$ cat config.mk
export PLATFORM = sky130hd
export DESIGN_NAME = crank_speed_direction_core
export DESIGN_NICKNAME = d
export VERILOG_FILES = /design/src/core/crank_speed_direction_core.v
export VERILOG_INCLUDE_DIRS = /design/src /design/src/core
export SDC_FILE = /design/constraint.sdc
export NUM_CORES = 2
export LEC_CHECK = 0
export ABC_CLOCK_PERIOD_IN_PS = 36600
export BUFFER_PORTS_ARGS = -buffer_cell sky130_fd_sc_hd__buf_2
export CAP_MARGIN = 20
export CORE_ASPECT_RATIO = 1.25
export CORE_MARGIN = 2
export CORE_UTILIZATION = 60
export CTS_BUF_LIST = sky130_fd_sc_hd__clkbuf_8 sky130_fd_sc_hd__clkbuf_16
export DETAILED_ROUTE_END_ITERATION = 16
export GPL_TIMING_DRIVEN = 0
export PLACE_DENSITY = 0.9
export SYNTH_ARGS = -nofsm -noshare
export SYNTH_HDL_FRONTEND = slang
export SYNTH_SLANG_ARGS = --single-unit
$ cat constraint.sdc
create_clock -name clk_sys -period 36.6 [get_ports clk_sys]
set_clock_uncertainty 0.2 [all_clocks]
set_input_delay 1.83 -clock clk_sys [delete_from_list [all_inputs] [get_ports clk_sys]]
set_output_delay 1.83 -clock clk_sys [all_outputs]
set_load 0.005 [all_outputs]
$ cat src/core/crank_core_regs.vh
// Register map, field positions, reset values and timing for the crank core
`ifndef CRANK_CORE_REGS_VH
`define CRANK_CORE_REGS_VH

`define REG_CFG 8'h00
`define REG_HYST 8'h04
`define REG_STATUS 8'h08
`define REG_THR 8'h0c

`define CFG_EDGE 0
`define CFG_FWD 1
`define CFG_DIREN 2
`define CFG_OPTPROT 3
`define CFG_DIRTHR 4
`define CFG_HMODE 5
`define CFG_HOPT 7
`define CFG_ALGO 8
`define CFG_W 10
`define CFG_RESET 10'h004
`define FLOOR_RESET 12'h010

`define HMODE_HIDDEN 2'h0
`define HMODE_VISIBLE 2'h1
`define HMODE_FIXED 2'h2
`define ALGO_58 2'h0
`define ALGO_32 2'h1
`define ALGO_SIGN 2'h2

`define WIN_58 8'h74
`define WIN_32 8'h40
`define WIN_SIGN 8'h0a
`define RECIP_58 17'h00235
`define RECIP_32 17'h00400
`define RECIP_SIGN 17'h0199a
`define CAL1_EDGES 3'h3
`define CAL1_EDGES_MAX 3'h4
`define MIN_UPD 16'h0002

`define CLK_KHZ 32'h61a8
`define T_FWD_US 32'h2d
`define T_BWD_US 32'h5a
`define T_BWD_OPT_US 32'h87
`define PON_CYCLES 16'h09c4

`endif

$ cat src/core/crank_speed_direction_core.v
// Digital core of a differential speed and direction sensor with APB access
//
// Our own choices: the address map and the APB register port.
`timescale 1ns/1ps
`default_nettype none
`include "crank_core_regs.vh"

module crank_speed_direction_core #(
  parameter [15:0] POWERON_CYCLES = `PON_CYCLES,
  parameter SW = 12
) (
  // Clock and reset
  input wire clk_sys,
  input wire rst,
  // APB slave
  input wire psel,
  input wire penable,
  input wire pwrite,
  input wire [7:0] paddr,
  input wire [31:0] pwdata,
  output reg [31:0] prdata,
  output reg pready,
  output reg pslverr,
  // Configuration memory loader
  input wire nvmDone,
  input wire nvmError,
  input wire [31:0] nvmConfig,
  // ADC samples of speed and direction channels
  input wire sampleValid,
  input wire [SW-1:0] speedSample,
  input wire [SW-1:0] dirSample,
  // Open-drain output pin
  output reg qOut_q,
  output reg qOeN_q
);

  localparam [2:0] PH_PON = 3'h0;
  localparam [2:0] PH_INIT = 3'h1;
  localparam [2:0] PH_CAL1 = 3'h2;
  localparam [2:0] PH_CAL2 = 3'h3;
  localparam [2:0] PH_RUN = 3'h4;
  localparam [2:0] PH_LOCK = 3'h5;

  localparam integer FWD_I = (`T_FWD_US * `CLK_KHZ) / 1000;
  localparam integer BWD_I = (`T_BWD_US * `CLK_KHZ) / 1000;
  localparam integer OPT_I = (`T_BWD_OPT_US * `CLK_KHZ) / 1000;
  localparam [11:0] FWD_CYC = FWD_I[11:0];
  localparam [11:0] BWD_CYC = BWD_I[11:0];
  localparam [11:0] OPT_CYC = OPT_I[11:0];

  function [15:0] absv;
    input [15:0] v;
    begin
      absv = v[15] ? (16'h0000 - v) : v;
    end
  endfunction

  function [15:0] midpt;
    input [15:0] a;
    input [15:0] b;
    reg [16:0] s;
    begin
      s = {a[15], a} + {b[15], b};
      midpt = s[16:1];
    end
  endfunction

  // Registers
  reg [`CFG_W-1:0] cfg_q;
  reg [11:0] floor_q;
  reg [2:0] phase_q;
  reg [15:0] ponCnt_q;
  reg signed [15:0] thr_q;
  reg signed [15:0] max_q;
  reg signed [15:0] min_q;
  reg signed [15:0] peak_q;
  reg trackUp_q;
  reg haveMax_q;
  reg haveMin_q;
  reg above_q;
  reg armRise_q;
  reg armFall_q;
  reg [2:0] edgeCnt_q;
  reg [1:0] switchCnt_q;
  reg signed [23:0] sum_q;
  reg [7:0] updCnt_q;
  reg sgnFirst_q;
  reg sgnOk_q;
  reg lastValid_q;
  reg lastNeg_q;
  reg pair_q;
  reg signed [15:0] dirFirst_q;
  reg [15:0] dirAvg_q;
  reg [15:0] dirThr_q;
  reg back_q;
  reg dirValid_q;
  reg revSeen_q;
  reg firstDone_q;
  reg pulse_q;
  reg [11:0] pcnt_q;
  reg [11:0] plen_q;

  // Sample view and hysteresis levels
  wire signed [15:0] sp = {{(16-SW){speedSample[SW-1]}}, speedSample};
  wire signed [15:0] ds = {{(16-SW){dirSample[SW-1]}}, dirSample};
  wire active = (phase_q == PH_CAL1) || (phase_q == PH_CAL2) ||
    (phase_q == PH_RUN);
  wire ev = sampleValid & active;
  wire signed [15:0] ppk = max_q - min_q;
  wire signed [15:0] hystAdapt = (ppk >>> 2) +
    (cfg_q[`CFG_HOPT] ? (ppk >>> 4) : 16'sh0000);
  wire signed [15:0] floorS = {4'h0, floor_q};
  wire [1:0] hMode = cfg_q[`CFG_HMODE+1:`CFG_HMODE];
  wire signed [15:0] hyst = (hMode == `HMODE_FIXED ||
    hystAdapt < floorS) ? floorS : hystAdapt;
  wire signed [15:0] halfH = hyst >>> 1;
  wire signed [15:0] upper = thr_q + halfH;
  wire signed [15:0] lower = thr_q - halfH;
  // Visible hysteresis moves the switch points out to the levels
  wire visible = (hMode == `HMODE_VISIBLE);
  wire signed [15:0] lvlR = visible ? upper : thr_q;
  wire signed [15:0] lvlF = visible ? lower : thr_q;

  // Extrema and zero crossings
  wire evMax = ev & trackUp_q & (sp < peak_q - hyst);
  wire evMin = ev & ~trackUp_q & (sp > peak_q + hyst);
  wire evEdge = evMax | evMin;
  wire signed [15:0] midNow = evMax ? midpt(peak_q, min_q) :
    midpt(max_q, peak_q);
  wire zcR = ev & ~above_q & armRise_q & (sp >= lvlR);
  wire zcF = ev & above_q & armFall_q & (sp < lvlF);
  wire zc = zcR | zcF;
  // Rising speed crossing is tooth middle
  wire selRise = cfg_q[`CFG_EDGE] ^ cfg_q[`CFG_FWD];
  wire early = (phase_q == PH_CAL1) && (switchCnt_q < 2'h2);
  wire fire = early ? (selRise ? evMin : evMax) :
    (selRise ? zcR : zcF);

  // Offset update path
  wire [1:0] algo = cfg_q[`CFG_ALGO+1:`CFG_ALGO];
  wire [7:0] winLen = (algo == `ALGO_32) ? `WIN_32 :
    (algo == `ALGO_SIGN) ? `WIN_SIGN : `WIN_58;
  wire [16:0] recip = (algo == `ALGO_32) ? `RECIP_32 :
    (algo == `ALGO_SIGN) ? `RECIP_SIGN : `RECIP_58;
  wire signed [23:0] sumNext = sum_q + {{8{midNow[15]}}, midNow};
  wire signed [41:0] prod = sumNext * $signed({1'b0, recip});
  wire signed [15:0] avg = prod[31:16];
  wire signed [15:0] delta = avg - thr_q;
  wire neg = delta[15];
  wire [15:0] mag = absv(delta);
  wire [15:0] aMax = absv(max_q);
  wire [15:0] aMin = absv(min_q);
  wire [15:0] absPeak = (aMax > aMin) ? aMax : aMin;
  wire [15:0] ampLim = ppk[15] ? 16'h0000 : (ppk >>> 3);
  wire [15:0] absLim = absPeak >> 3;
  wire [15:0] maxUpd = (ampLim < absLim) ? ampLim : absLim;
  wire [15:0] clampM = (mag > maxUpd) ? maxUpd : mag;
  wire [15:0] halfU = clampM >> 1;
  wire signed [15:0] step = neg ? (16'sh0000 - halfU) : halfU;
  wire winDone = evEdge && (updCnt_q == winLen - 8'h01);
  wire curSign = (midNow < thr_q);
  wire signOk = sgnOk_q & ((updCnt_q == 8'h00) | (curSign == sgnFirst_q));
  // Maximum ends a rising edge, so only an upward move fits it
  wire edgeBad = evMax ? neg : (~neg & (delta != 16'sh0000));
  wire accept = winDone & ~edgeBad & (mag >= `MIN_UPD) &
    ((algo != `ALGO_SIGN) | signOk) &
    ~(lastValid_q & (lastNeg_q != neg));
  wire [2:0] edgesNext = edgeCnt_q + 3'h1;
  wire bothSeen = (haveMax_q | evMax) & (haveMin_q | evMin);
  wire cal1Done = evEdge && ((edgesNext >= `CAL1_EDGES && bothSeen) ||
    edgesNext >= `CAL1_EDGES_MAX);

  // Direction path
  wire signed [15:0] dDiff = dirFirst_q - ds;
  wire [15:0] dMag = absv(dDiff);
  wire [15:0] avgStep = dMag - dirAvg_q;
  wire [15:0] dirAvgNext = dirValid_q ?
    (dirAvg_q + {{2{avgStep[15]}}, avgStep[15:2]}) : dMag;
  wire [15:0] dirThrNext = cfg_q[`CFG_DIRTHR] ? (dirAvgNext >> 3) :
    (dirAvgNext >> 2);
  wire dirRev = dirValid_q & (dMag < dirThr_q);

  // Phase sequencer, extrema tracking and threshold adaptation
  always @(posedge clk_sys) begin
    if (rst) begin
      phase_q <= PH_PON;
      ponCnt_q <= 16'h0000;
      thr_q <= 16'sh0000;
      max_q <= 16'sh0000;
      min_q <= 16'sh0000;
      peak_q <= 16'sh0000;
      trackUp_q <= 1'b1;
      haveMax_q <= 1'b0;
      haveMin_q <= 1'b0;
      above_q <= 1'b0;
      armRise_q <= 1'b0;
      armFall_q <= 1'b0;
      edgeCnt_q <= 3'h0;
      switchCnt_q <= 2'h0;
      sum_q <= 24'sh000000;
      updCnt_q <= 8'h00;
      sgnFirst_q <= 1'b0;
      sgnOk_q <= 1'b1;
      lastValid_q <= 1'b0;
      lastNeg_q <= 1'b0;
    end else begin
      case (phase_q)
        PH_PON: begin
          if (ponCnt_q != POWERON_CYCLES) begin
            ponCnt_q <= ponCnt_q + 16'h0001;
          end else if (nvmDone) begin
            phase_q <= nvmError ? PH_LOCK : PH_INIT;
          end
        end
        PH_INIT: begin
          // One cycle only: arm tracking and enter calibration
          trackUp_q <= 1'b1;
          peak_q <= 16'sh0000;
          armRise_q <= 1'b1;
          armFall_q <= 1'b1;
          phase_q <= PH_CAL1;
        end
        PH_LOCK: begin
          phase_q <= PH_LOCK;
        end
        default: begin
          if (ev) begin
            if (trackUp_q) begin
              if (evMax) begin
                max_q <= peak_q;
                haveMax_q <= 1'b1;
                trackUp_q <= 1'b0;
                peak_q <= sp;
              end else if (sp > peak_q) begin
                peak_q <= sp;
              end
            end else begin
              if (evMin) begin
                min_q <= peak_q;
                haveMin_q <= 1'b1;
                trackUp_q <= 1'b1;
                peak_q <= sp;
              end else if (sp < peak_q) begin
                peak_q <= sp;
              end
            end
            // Lower crossing always arms the rise, upper or not
            if (sp < lower) begin
              armRise_q <= 1'b1;
            end else if (zcR) begin
              armRise_q <= 1'b0;
            end
            if (sp > upper) begin
              armFall_q <= 1'b1;
            end else if (zcF) begin
              armFall_q <= 1'b0;
            end
            if (zcR) begin
              above_q <= 1'b1;
            end else if (zcF) begin
              above_q <= 1'b0;
            end
            if (fire && switchCnt_q != 2'h3) begin
              switchCnt_q <= switchCnt_q + 2'h1;
            end
          end
          if (phase_q == PH_CAL1) begin
            if (evEdge) begin
              edgeCnt_q <= edgesNext;
              if (bothSeen) begin
                thr_q <= midNow;
              end
            end
            if (cal1Done) begin
              phase_q <= PH_CAL2;
              sum_q <= 24'sh000000;
              updCnt_q <= 8'h00;
              sgnOk_q <= 1'b1;
            end
          end else if (evEdge) begin
            if (updCnt_q == 8'h00) begin
              sgnFirst_q <= curSign;
            end
            if (winDone) begin
              sum_q <= 24'sh000000;
              updCnt_q <= 8'h00;
              sgnOk_q <= 1'b1;
              lastValid_q <= accept;
              if (accept) begin
                thr_q <= thr_q + step;
                lastNeg_q <= neg;
              end
              if (phase_q == PH_CAL2) begin
                phase_q <= PH_RUN;
              end
            end else begin
              sum_q <= sumNext;
              updCnt_q <= updCnt_q + 8'h01;
              sgnOk_q <= signOk;
            end
          end
        end
      endcase
    end
  end

  // Direction detection from direction samples at speed crossings
  always @(posedge clk_sys) begin
    if (rst) begin
      pair_q <= 1'b0;
      dirFirst_q <= 16'sh0000;
      dirAvg_q <= 16'h0000;
      dirThr_q <= 16'h0000;
      back_q <= 1'b0;
      dirValid_q <= 1'b0;
      revSeen_q <= 1'b0;
    end else if (zc) begin
      if (!pair_q) begin
        dirFirst_q <= ds;
        pair_q <= 1'b1;
      end else begin
        pair_q <= 1'b0;
        dirAvg_q <= dirAvgNext;
        dirThr_q <= dirThrNext;
        dirValid_q <= 1'b1;
        if (dirRev) begin
          // Swing below threshold: wheel turned back between samples
          back_q <= ~back_q;
          revSeen_q <= 1'b1;
        end else begin
          back_q <= dDiff[15] ^ cfg_q[`CFG_FWD];
        end
      end
    end
  end

  // Output pulse generation on the open-drain pin
  always @(posedge clk_sys) begin
    if (rst) begin
      qOut_q <= 1'b0;
      qOeN_q <= 1'b1;
      pulse_q <= 1'b0;
      pcnt_q <= 12'h000;
      plen_q <= FWD_CYC;
      firstDone_q <= 1'b0;
    end else if (!active) begin
      qOeN_q <= 1'b1;
      pulse_q <= 1'b0;
    end else if (!cfg_q[`CFG_DIREN]) begin
      // Without direction the pin follows the wheel profile
      if (zcR) begin
        qOeN_q <= cfg_q[`CFG_EDGE];
      end else if (zcF) begin
        qOeN_q <= ~cfg_q[`CFG_EDGE];
      end
      pulse_q <= 1'b0;
    end else if (pulse_q) begin
      if (pcnt_q == plen_q - 12'h001) begin
        qOeN_q <= 1'b1;
        pulse_q <= 1'b0;
      end else begin
        pcnt_q <= pcnt_q + 12'h001;
      end
    end else if (fire) begin
      qOeN_q <= 1'b0;
      pulse_q <= 1'b1;
      pcnt_q <= 12'h000;
      firstDone_q <= 1'b1;
      if (!firstDone_q || !dirValid_q || !back_q) begin
        plen_q <= FWD_CYC;
      end else begin
        plen_q <= cfg_q[`CFG_OPTPROT] ? OPT_CYC : BWD_CYC;
      end
    end
  end

  // APB slave: no wait states, read data captured in the setup cycle
  wire apbWrite = psel & penable & pready & pwrite;
  always @(posedge clk_sys) begin
    if (rst) begin
      cfg_q <= `CFG_RESET;
      floor_q <= `FLOOR_RESET;
      prdata <= 32'h00000000;
      pready <= 1'b0;
      pslverr <= 1'b0;
    end else begin
      pready <= psel & ~penable;
      // Error flag stands only with pready, never past the access cycle
      pslverr <= 1'b0;
      if (phase_q == PH_PON && ponCnt_q == POWERON_CYCLES && nvmDone) begin
        cfg_q <= nvmConfig[`CFG_W-1:0];
        floor_q <= nvmConfig[27:16];
      end else if (apbWrite && paddr == `REG_CFG) begin
        cfg_q <= pwdata[`CFG_W-1:0];
      end else if (apbWrite && paddr == `REG_HYST) begin
        floor_q <= pwdata[11:0];
      end
      if (psel && !penable) begin
        pslverr <= 1'b0;
        if (paddr == `REG_CFG) begin
          prdata <= {22'h000000, cfg_q};
        end else if (paddr == `REG_HYST) begin
          prdata <= {20'h00000, floor_q};
        end else if (paddr == `REG_STATUS) begin
          prdata <= {dirThr_q, 3'h0, edgeCnt_q, switchCnt_q, firstDone_q,
            revSeen_q, dirValid_q, back_q, phase_q == PH_LOCK, phase_q};
        end else if (paddr == `REG_THR) begin
          prdata <= {ppk, thr_q};
        end else begin
          prdata <= 32'h00000000;
          pslverr <= 1'b1;
        end
      end
    end
  end

endmodule // crank_speed_direction_core
`default_nettype wire

* After elaboration in Yosys (flattened, before gate mapping)
Index checks and enable logic that the tools add are counted.
** Cells by class
- $add $sub $neg :: 26
- Multiply operators :: 1
- Divide/modulo/power cells :: 0
- Magnitude comparators :: 18
- Equality and inequality tests :: 30
- Shift operators :: 0
- Multiplexer cells :: 98
- Bitwise logic cells :: 48
- Reductions and logical operators :: 67
** Operators with widths (number)
- 2-to-1 mux 16 bit :: 25
- 2-to-1 mux 32 bit :: 4
- 2-to-1 mux 12 bit :: 8
- 2-to-1 mux 24 bit :: 4
- less-than comparator 12 x 16 -> 1 bit :: 4
- subtractor 16 bit :: 4
- adder 16 bit :: 3
- > comparator 12 x 16 -> 1 bit :: 3
- subtractor 1 x 16 -> 16 bit (first input constant) :: 3
- 2-to-1 mux 13 bit :: 3
- adder 16 x 16 -> 17 bit :: 2
- less-than comparator 16 bit :: 2
- multiplier 24 x 14 -> 32 bit :: 1
- 2-to-1 mux 8 bit :: 4
- case mux 16 bit (2 select lines) :: 1
- 2-to-1 mux 1 bit :: 31
- AND reduction 4 bit :: 7
- adder 24 bit :: 1
- AND 1 bit :: 24
- 2-to-1 mux 3 bit :: 8
- AND reduction 3 bit :: 8
- 2-to-1 mux 10 bit :: 2
- adder 14 x 16 -> 16 bit :: 1
- adder 16 x 1 -> 16 bit (second input constant) :: 1
- other kinds (62) :: 134
** Word-level totals
- Register bits after elaboration :: 261
- Latch bits :: 0
- Memory bits (writable) :: 0
- Memory bits (read-only) :: 0
- Input port bits :: 104
- Word-level logic and storage cells :: 325
- Memories kept :: 0

* Longest topological paths before layout
- Depth after elaboration :: 25
- Mapped depth :: 147
- Gate-level depth less buffers :: 142

* Worst setup path before layout
No wires, ideal clock.
- Kind :: register -> register
- Start point :: register max_q[0]
- End point :: register thr_q[15]
- Setup time :: 91 ps
- Arrival time :: 26148 ps
- Slack :: 10161 ps
- Stages on the path, launching flop included :: 143
- Clock period less this slack :: 26439 ps
- Cell sequence :: dfxtp_1 > inv_1 > ha_1 > inv_1 > fa_1 > a21o_1 > a21oi_1 > o21bai_1 > a21oi_1 > o21bai_1 > a21oi_1 > o21bai_1 > a21oi_1 > xnor2_1 > and2_1 > ha_1 > a21oi_1 > nand2_1 > [107 not listed] > ha_1 > inv_1 > mux2i_1 > ha_1 > a21o_1 > a21oi_1 > o21bai_1 > a21oi_1 > o21ai_0 > a41o_1 > a211o_1 > a211oi_1 > o21bai_1 > a21oi_1 > xnor2_1 > a21oi_1 > o2bb2ai_1 > a311oi_1
** On the way
- Longest elaborated chain between the ends :: 24
- Elaborated cells on any way between the ends :: 64
- Classes of those cells :: 11 x add/sub; 1 x mul; 8 x order compare; 3 x eq/ne; 17 x mux; 18 x bitwise; 6 x reduce/logical
** Ends and longest elaborated chain
- from (decl) :: line crank_speed_direction_core.v:74 : reg signed [15:0] max_q;
- from (signal assigned) :: line crank_speed_direction_core.v:230 : max_q <= peak_q;
- subtractor 16 bit :: line crank_speed_direction_core.v:109 : wire signed [15:0] ppk = max_q - min_q;
- 2-to-1 mux 16 bit :: line crank_speed_direction_core.v:111 : (cfg_q[`CFG_HOPT] ? (ppk >>> 4) : 16'sh0000);
- adder 14 x 16 -> 16 bit :: line crank_speed_direction_core.v:110 : wire signed [15:0] hystAdapt = (ppk >>> 2) +
- less-than comparator 16 x 13 -> 1 bit :: line crank_speed_direction_core.v:115 : hystAdapt < floorS) ? floorS : hystAdapt;
- logical OR 1 bit :: line crank_speed_direction_core.v:114 : wire signed [15:0] hyst = (hMode == `HMODE_FIXED ||
- 2-to-1 mux 16 bit :: line crank_speed_direction_core.v:114
- subtractor 16 bit :: line crank_speed_direction_core.v:125 : wire evMax = ev & trackUp_q & (sp < peak_q - hyst);
- less-than comparator 12 x 16 -> 1 bit :: line crank_speed_direction_core.v:125
- [8 not listed]
- 2-to-1 mux 16 bit :: line crank_speed_direction_core.v:157 : wire [15:0] clampM = (mag > maxUpd) ? maxUpd : mag;
- subtractor 1 x 15 -> 16 bit :: line crank_speed_direction_core.v:159 : wire signed [15:0] step = neg ? (16'sh0000 - halfU) : halfU;
- 2-to-1 mux 16 bit :: line crank_speed_direction_core.v:159
- adder 16 bit :: line crank_speed_direction_core.v:290 : thr_q <= thr_q + step;
- 2-to-1 mux 16 bit :: line crank_speed_direction_core.v:289 : if (accept) begin
- 2-to-1 mux 16 bit :: line crank_speed_direction_core.v:284 : if (winDone) begin
- 2-to-1 mux 16 bit :: line crank_speed_direction_core.v:280 : end else if (evEdge) begin
- 2-to-1 mux 16 bit :: line crank_speed_direction_core.v:267 : if (phase_q == PH_CAL1) begin
- to (signal assigned) :: line crank_speed_direction_core.v:271 : thr_q <= midNow;
- to (signal assigned) :: line crank_speed_direction_core.v:290
- to (decl) :: line crank_speed_direction_core.v:73 : reg signed [15:0] thr_q;
Several ways; a longest one is shown, not always the timed one. The select of a mux whose other input is x is not followed.
A chain may end at the register's enable or synchronous reset.

* Final worst setup path
Same ends and word-level chain as after synthesis.

==> run summary <==
The number of failing setup endpoints in the final timing report is 0. The worst setup path is of the flip-flop to flip-flop kind. The sequential cells in the finished layout cover a total of ~4800 um2. Of the total power, combinational logic draws 0.712. Data arrives at the worst endpoint at 33.65 ns. From synthesis to final layout, the design area changed by 7.743%. The overall fraction of global-route tracks in use is 0.3601. The total power is slightly below 2 mW. The routed design could run at a clock period as short as 33.35 ns. The cell family contributing the most delay on the critical path is compound AO/OA/AOI/OAI gates. The via count of the first global-routing pass is a little over 30000. The initial antenna violation count is 11. At the end of the flow, the number of nets in the layout was between 5000 and 6000. The number of synthesized flops with an enable pin came out at 0. The detailed router finished its first iteration with approximately 3300 violations. The run finished with clean final reports. For this design, the slowest cell found on the critical path is sky130_fd_sc_hd__o41ai_1.

The HPWL after detailed placement is 86.61 mm. The clock sink total is 240. The final hold violation count came to 0. The setup fix buffers added after clock tree synthesis came out at 0. The buffer depth of the longest clock path is 3. The finished cells cover around 36000 um2. The worst setup path is captured at a flip-flop.

In this run, distinct cell masters in the synthesized netlist total 90. The buffer and inverter count on the worst path came out at 17. The total power divided by cell area came out at between 50 and 60 nW/um2.

The via count of the routed design came out at around 32000. In this run the number of H-tree levels came out at 1. For this block, the routed nets add up to about 110 mm of wire. The largest stage delay on the critical path is between 0.8 and 0.9 ns.

The number of cells traversed by the worst register-to-register path is ~140. The number of clock buffers inserted by TritonCTS is 29. The floorplan step defined a die boundary enclosing 57310 um2.

Measured along the y axis, the die boundary spans roughly 270 um. For this configuration, the core starts out at a cell density of 0.6068. The analysis attributes to cell leakage a power of 17.16 nW. The average wire length per cell after detail routing came out at around 21 um. Of the total power, the share spent switching nets is 0.4936. Entering global routing, the biggest net connects 33 pins. The total of max-cap violations is 0. TritonCTS built the clock tree.

The setup TNS came out at 0 ns. The count of cells resized by post-cts repair came out at 0. The register area share after synthesis is 0.1446. Derived from the worst setup path, the maximum achievable clock frequency is around 0.030 GHz. The worst hold path class is flip-flop to flip-flop. The maximum vdd drop came out at approximately 0.080 mV. The internal power of the cells totals roughly 1.0 mW.

Counting flops and latches in the post-synthesis netlist gives 240. Summing all placed instances gives a cell area of around 35000 um2. The placer congestion estimate is slightly above 1.

The number of top-level design ports is between 100 and 150. Counting flops with an async set or reset pin after synthesis yields a share of 0. The maximum net fanout on the critical path is 10. The utilization after layout is 0.6538. The detailed-router iteration count before antenna repair is 8. The count of unresolved DRC violations after routing is 0.

The net switching power figure came out at slightly below 1 mW. The area occupied by multi-input gates came out at about 26000 um2. The warning count from the yosys run is 0. The insertion delay of the later-clocked pin in the worst-skew pair is about 0.58 ns.

Clock-pin slew was measured on the worst setup and hold paths at 0.07 ns. The data required time at the worst endpoint is between 30 and 40 ns. The layout cell share with drive strength beyond 1 came out at 0.05496. By instance count, the cell type seen most on the critical path is sky130_fd_sc_hd__a21oi_1.

The most instantiated flip-flop cell in the synthesis netlist is sky130_fd_sc_hd__dfxtp_1. The share of the cycle needed by the critical path after routing came out at 0.9113. The top cell types in the final layout, fill and taps aside, are 509 x sky130_fd_sc_hd__ha_1, 487 x sky130_fd_sc_hd__inv_1, 467 x sky130_fd_sc_hd__nor2_1. The max-slew headroom at the worst pin is 0.2575. The synthesized instance count came out at between 4000 and 5000. The via count normalized by instance count is roughly 6.3. The number of fillers in the final layout came out at 4388. The cell sitting at the root of the clock tree is a sky130_fd_sc_hd__clkbuf_16. The mean cell area of the mapped netlist came out at between 8 and 9 um2. The area of the mapped netlist is between 30000 and 40000 um2. Summed over all layers, the global routing overflow is 0. The width of the die is approximately 210 um. After clock tree synthesis, the flow added hold-fix buffers numbering 0. The worst setup path is launched from a flip-flop. The global-route wire length before repair came out at between 150 and 200 mm. The area inside the core boundary came out at approximately 55000 um2. The count of port buffers added during placement came out at about 110.

The sequential cell fraction of total power came out at 0.135. The number of cells on the critical path came out at 141. In this run the core area contains between 90 and 100 standard-cell rows. The remaining number of nets flagged by the antenna check after routing is 0.

The slew at the pin closest to its max-slew limit came out at roughly 1.1 ns. The share of total power dissipated in the clock network is 0.154. Setup repair after global routing left no endpoint under its margin. The worst hold path stage count came out at 1. The most common cell after layout, fill and taps aside is sky130_fd_sc_hd__ha_1. The number of pins exceeding their max-slew limit in the final report came out at 0.
[synth_stat cells, drive strengths merged, types with 5 or more instances]
library cell  count  area [um2]
nand2b           50       312.8
mux2i            97       970.9
o21bai           48       360.4
buf              17       81.33
or4               8       60.06
nor3             62       310.3
xor2             87       762.0
nor2            467        1753
o41ai             8       77.58
and2             66       412.9
xnor2           204        1794
a21o             69       518.0
a21oi           301        1506
o21a            102       765.7
a31oi            23       150.1
o211ai           13       102.6
a211o             5       43.79
o2111ai           6       52.55
mux2             30       337.8
a22oi            20       150.1
o21ai           169       845.8
nor2b            49       306.5
a21boi           10       75.07
nand2           292        1096
and3             26       162.7
ha              509        6369
nor3b             9       67.56
a211oi           59       442.9
or3              20       125.1
inv             478        1794
nand4            43       269.0
nor4             20       140.1
or2              16       100.1
o31a              5       43.79
o31ai            12       90.09
mux4             10       225.2
fa              221        4424
nand3            47       235.2
clkbuf           97       364.1
dfxtp           240        4805
a311oi           15       137.6
[state kept, by name, summed over array words and instances (netlist names), 14 cells and up]
register  cells
prdata       32
dirAvg_q     16
dirThr_q     14
ponCnt_q     16
thr_q        16
sum_q        24
[power by group through the flow]
| stage | sequential, mW | clock [mW] | combinational, mW |
|---|---|---|---|
| after floorplan | 0.272 | 0 | 1.06 |
| after global placement | 0.273 | 0 | 1.34 |
| after detailed placement | 0.273 | 0 | 1.37 |
| after CTS | 0.267 | 0.305 | 1.38 |
| after global routing | 0.268 | 0.315 | 1.55 |
| final | 0.267 | 0.305 | 1.41 |
[stage by stage]
step           std cells  setup slack [ns]  hold WS (ns)
6_report            5020             3.248        0.2546
5_1_grt             5019             1.207        0.2757
4_1_cts             5011             4.053        0.2548
3_5_place_dp        4958             4.338        0.2404
3_3_place_gp        4955             5.015        0.2313
2_1_floorplan       4112             10.16        0.2211
[worst reg2reg max path: cells and delay by family, from the launching register on]
family,cells,cell delay (ns)
xor gates and xnor gates,11,3.19
muxes,4,1.04
adders and majority gates,18,6.45
DFF,1,0.33
buffers and inverters,17,3.98
and+or+nand+nor,21,3.36
AOI/OAI and AO/OA,70,14.74
[cells by family (layout without fill, tap and decap cells)]
family,count (synthesis),count (layout),synth area share
compound gates,907,907,0.1736
simple gates,1193,1193,0.1657
buf+inv,592,756,0.06738
fa+ha+maj,730,730,0.3247
xor+xnor,292,292,0.07758
other cells,2,30,0.0002259
mux,137,137,0.04615
flops,240,240,0.1446
[cell type report]
cell class              instances  area share
well taps                     735     0.02568
flip-flops and latches        240      0.1342
diodes                          9   0.0006289
clock inverters                21    0.006429
repair buffers                111     0.01572
clock buffers                  32     0.02142
multi-input cells            3280      0.7334
inverters                     478     0.05010
plain buffers                 114     0.01244
[final timing paths]
check,endpoint,slack [ns],startpoint
max,thr_q[15]$_SDFFE_PP0P_,3.25,max_q[0]$_SDFFE_PP0P_
min reg2reg,sgnOk_q$_SDFFE_PP1P_,0.25,sgnOk_q$_SDFFE_PP1P_
min,sgnOk_q$_SDFFE_PP1P_,0.25,sgnOk_q$_SDFFE_PP1P_
max reg2reg,thr_q[15]$_SDFFE_PP0P_,3.25,max_q[0]$_SDFFE_PP0P_
[metal layers]
layer  GRT usage  vias to the layer above  wire length [um]
li1            -                    14290                 -
met1      0.4215                    14890             37850
met2      0.6066                     1813             48540
met3     0.06087                      523             10830
met4      0.2459                        0              7971
met5           0                        -                 0
(Power assumes the default switching activity.)
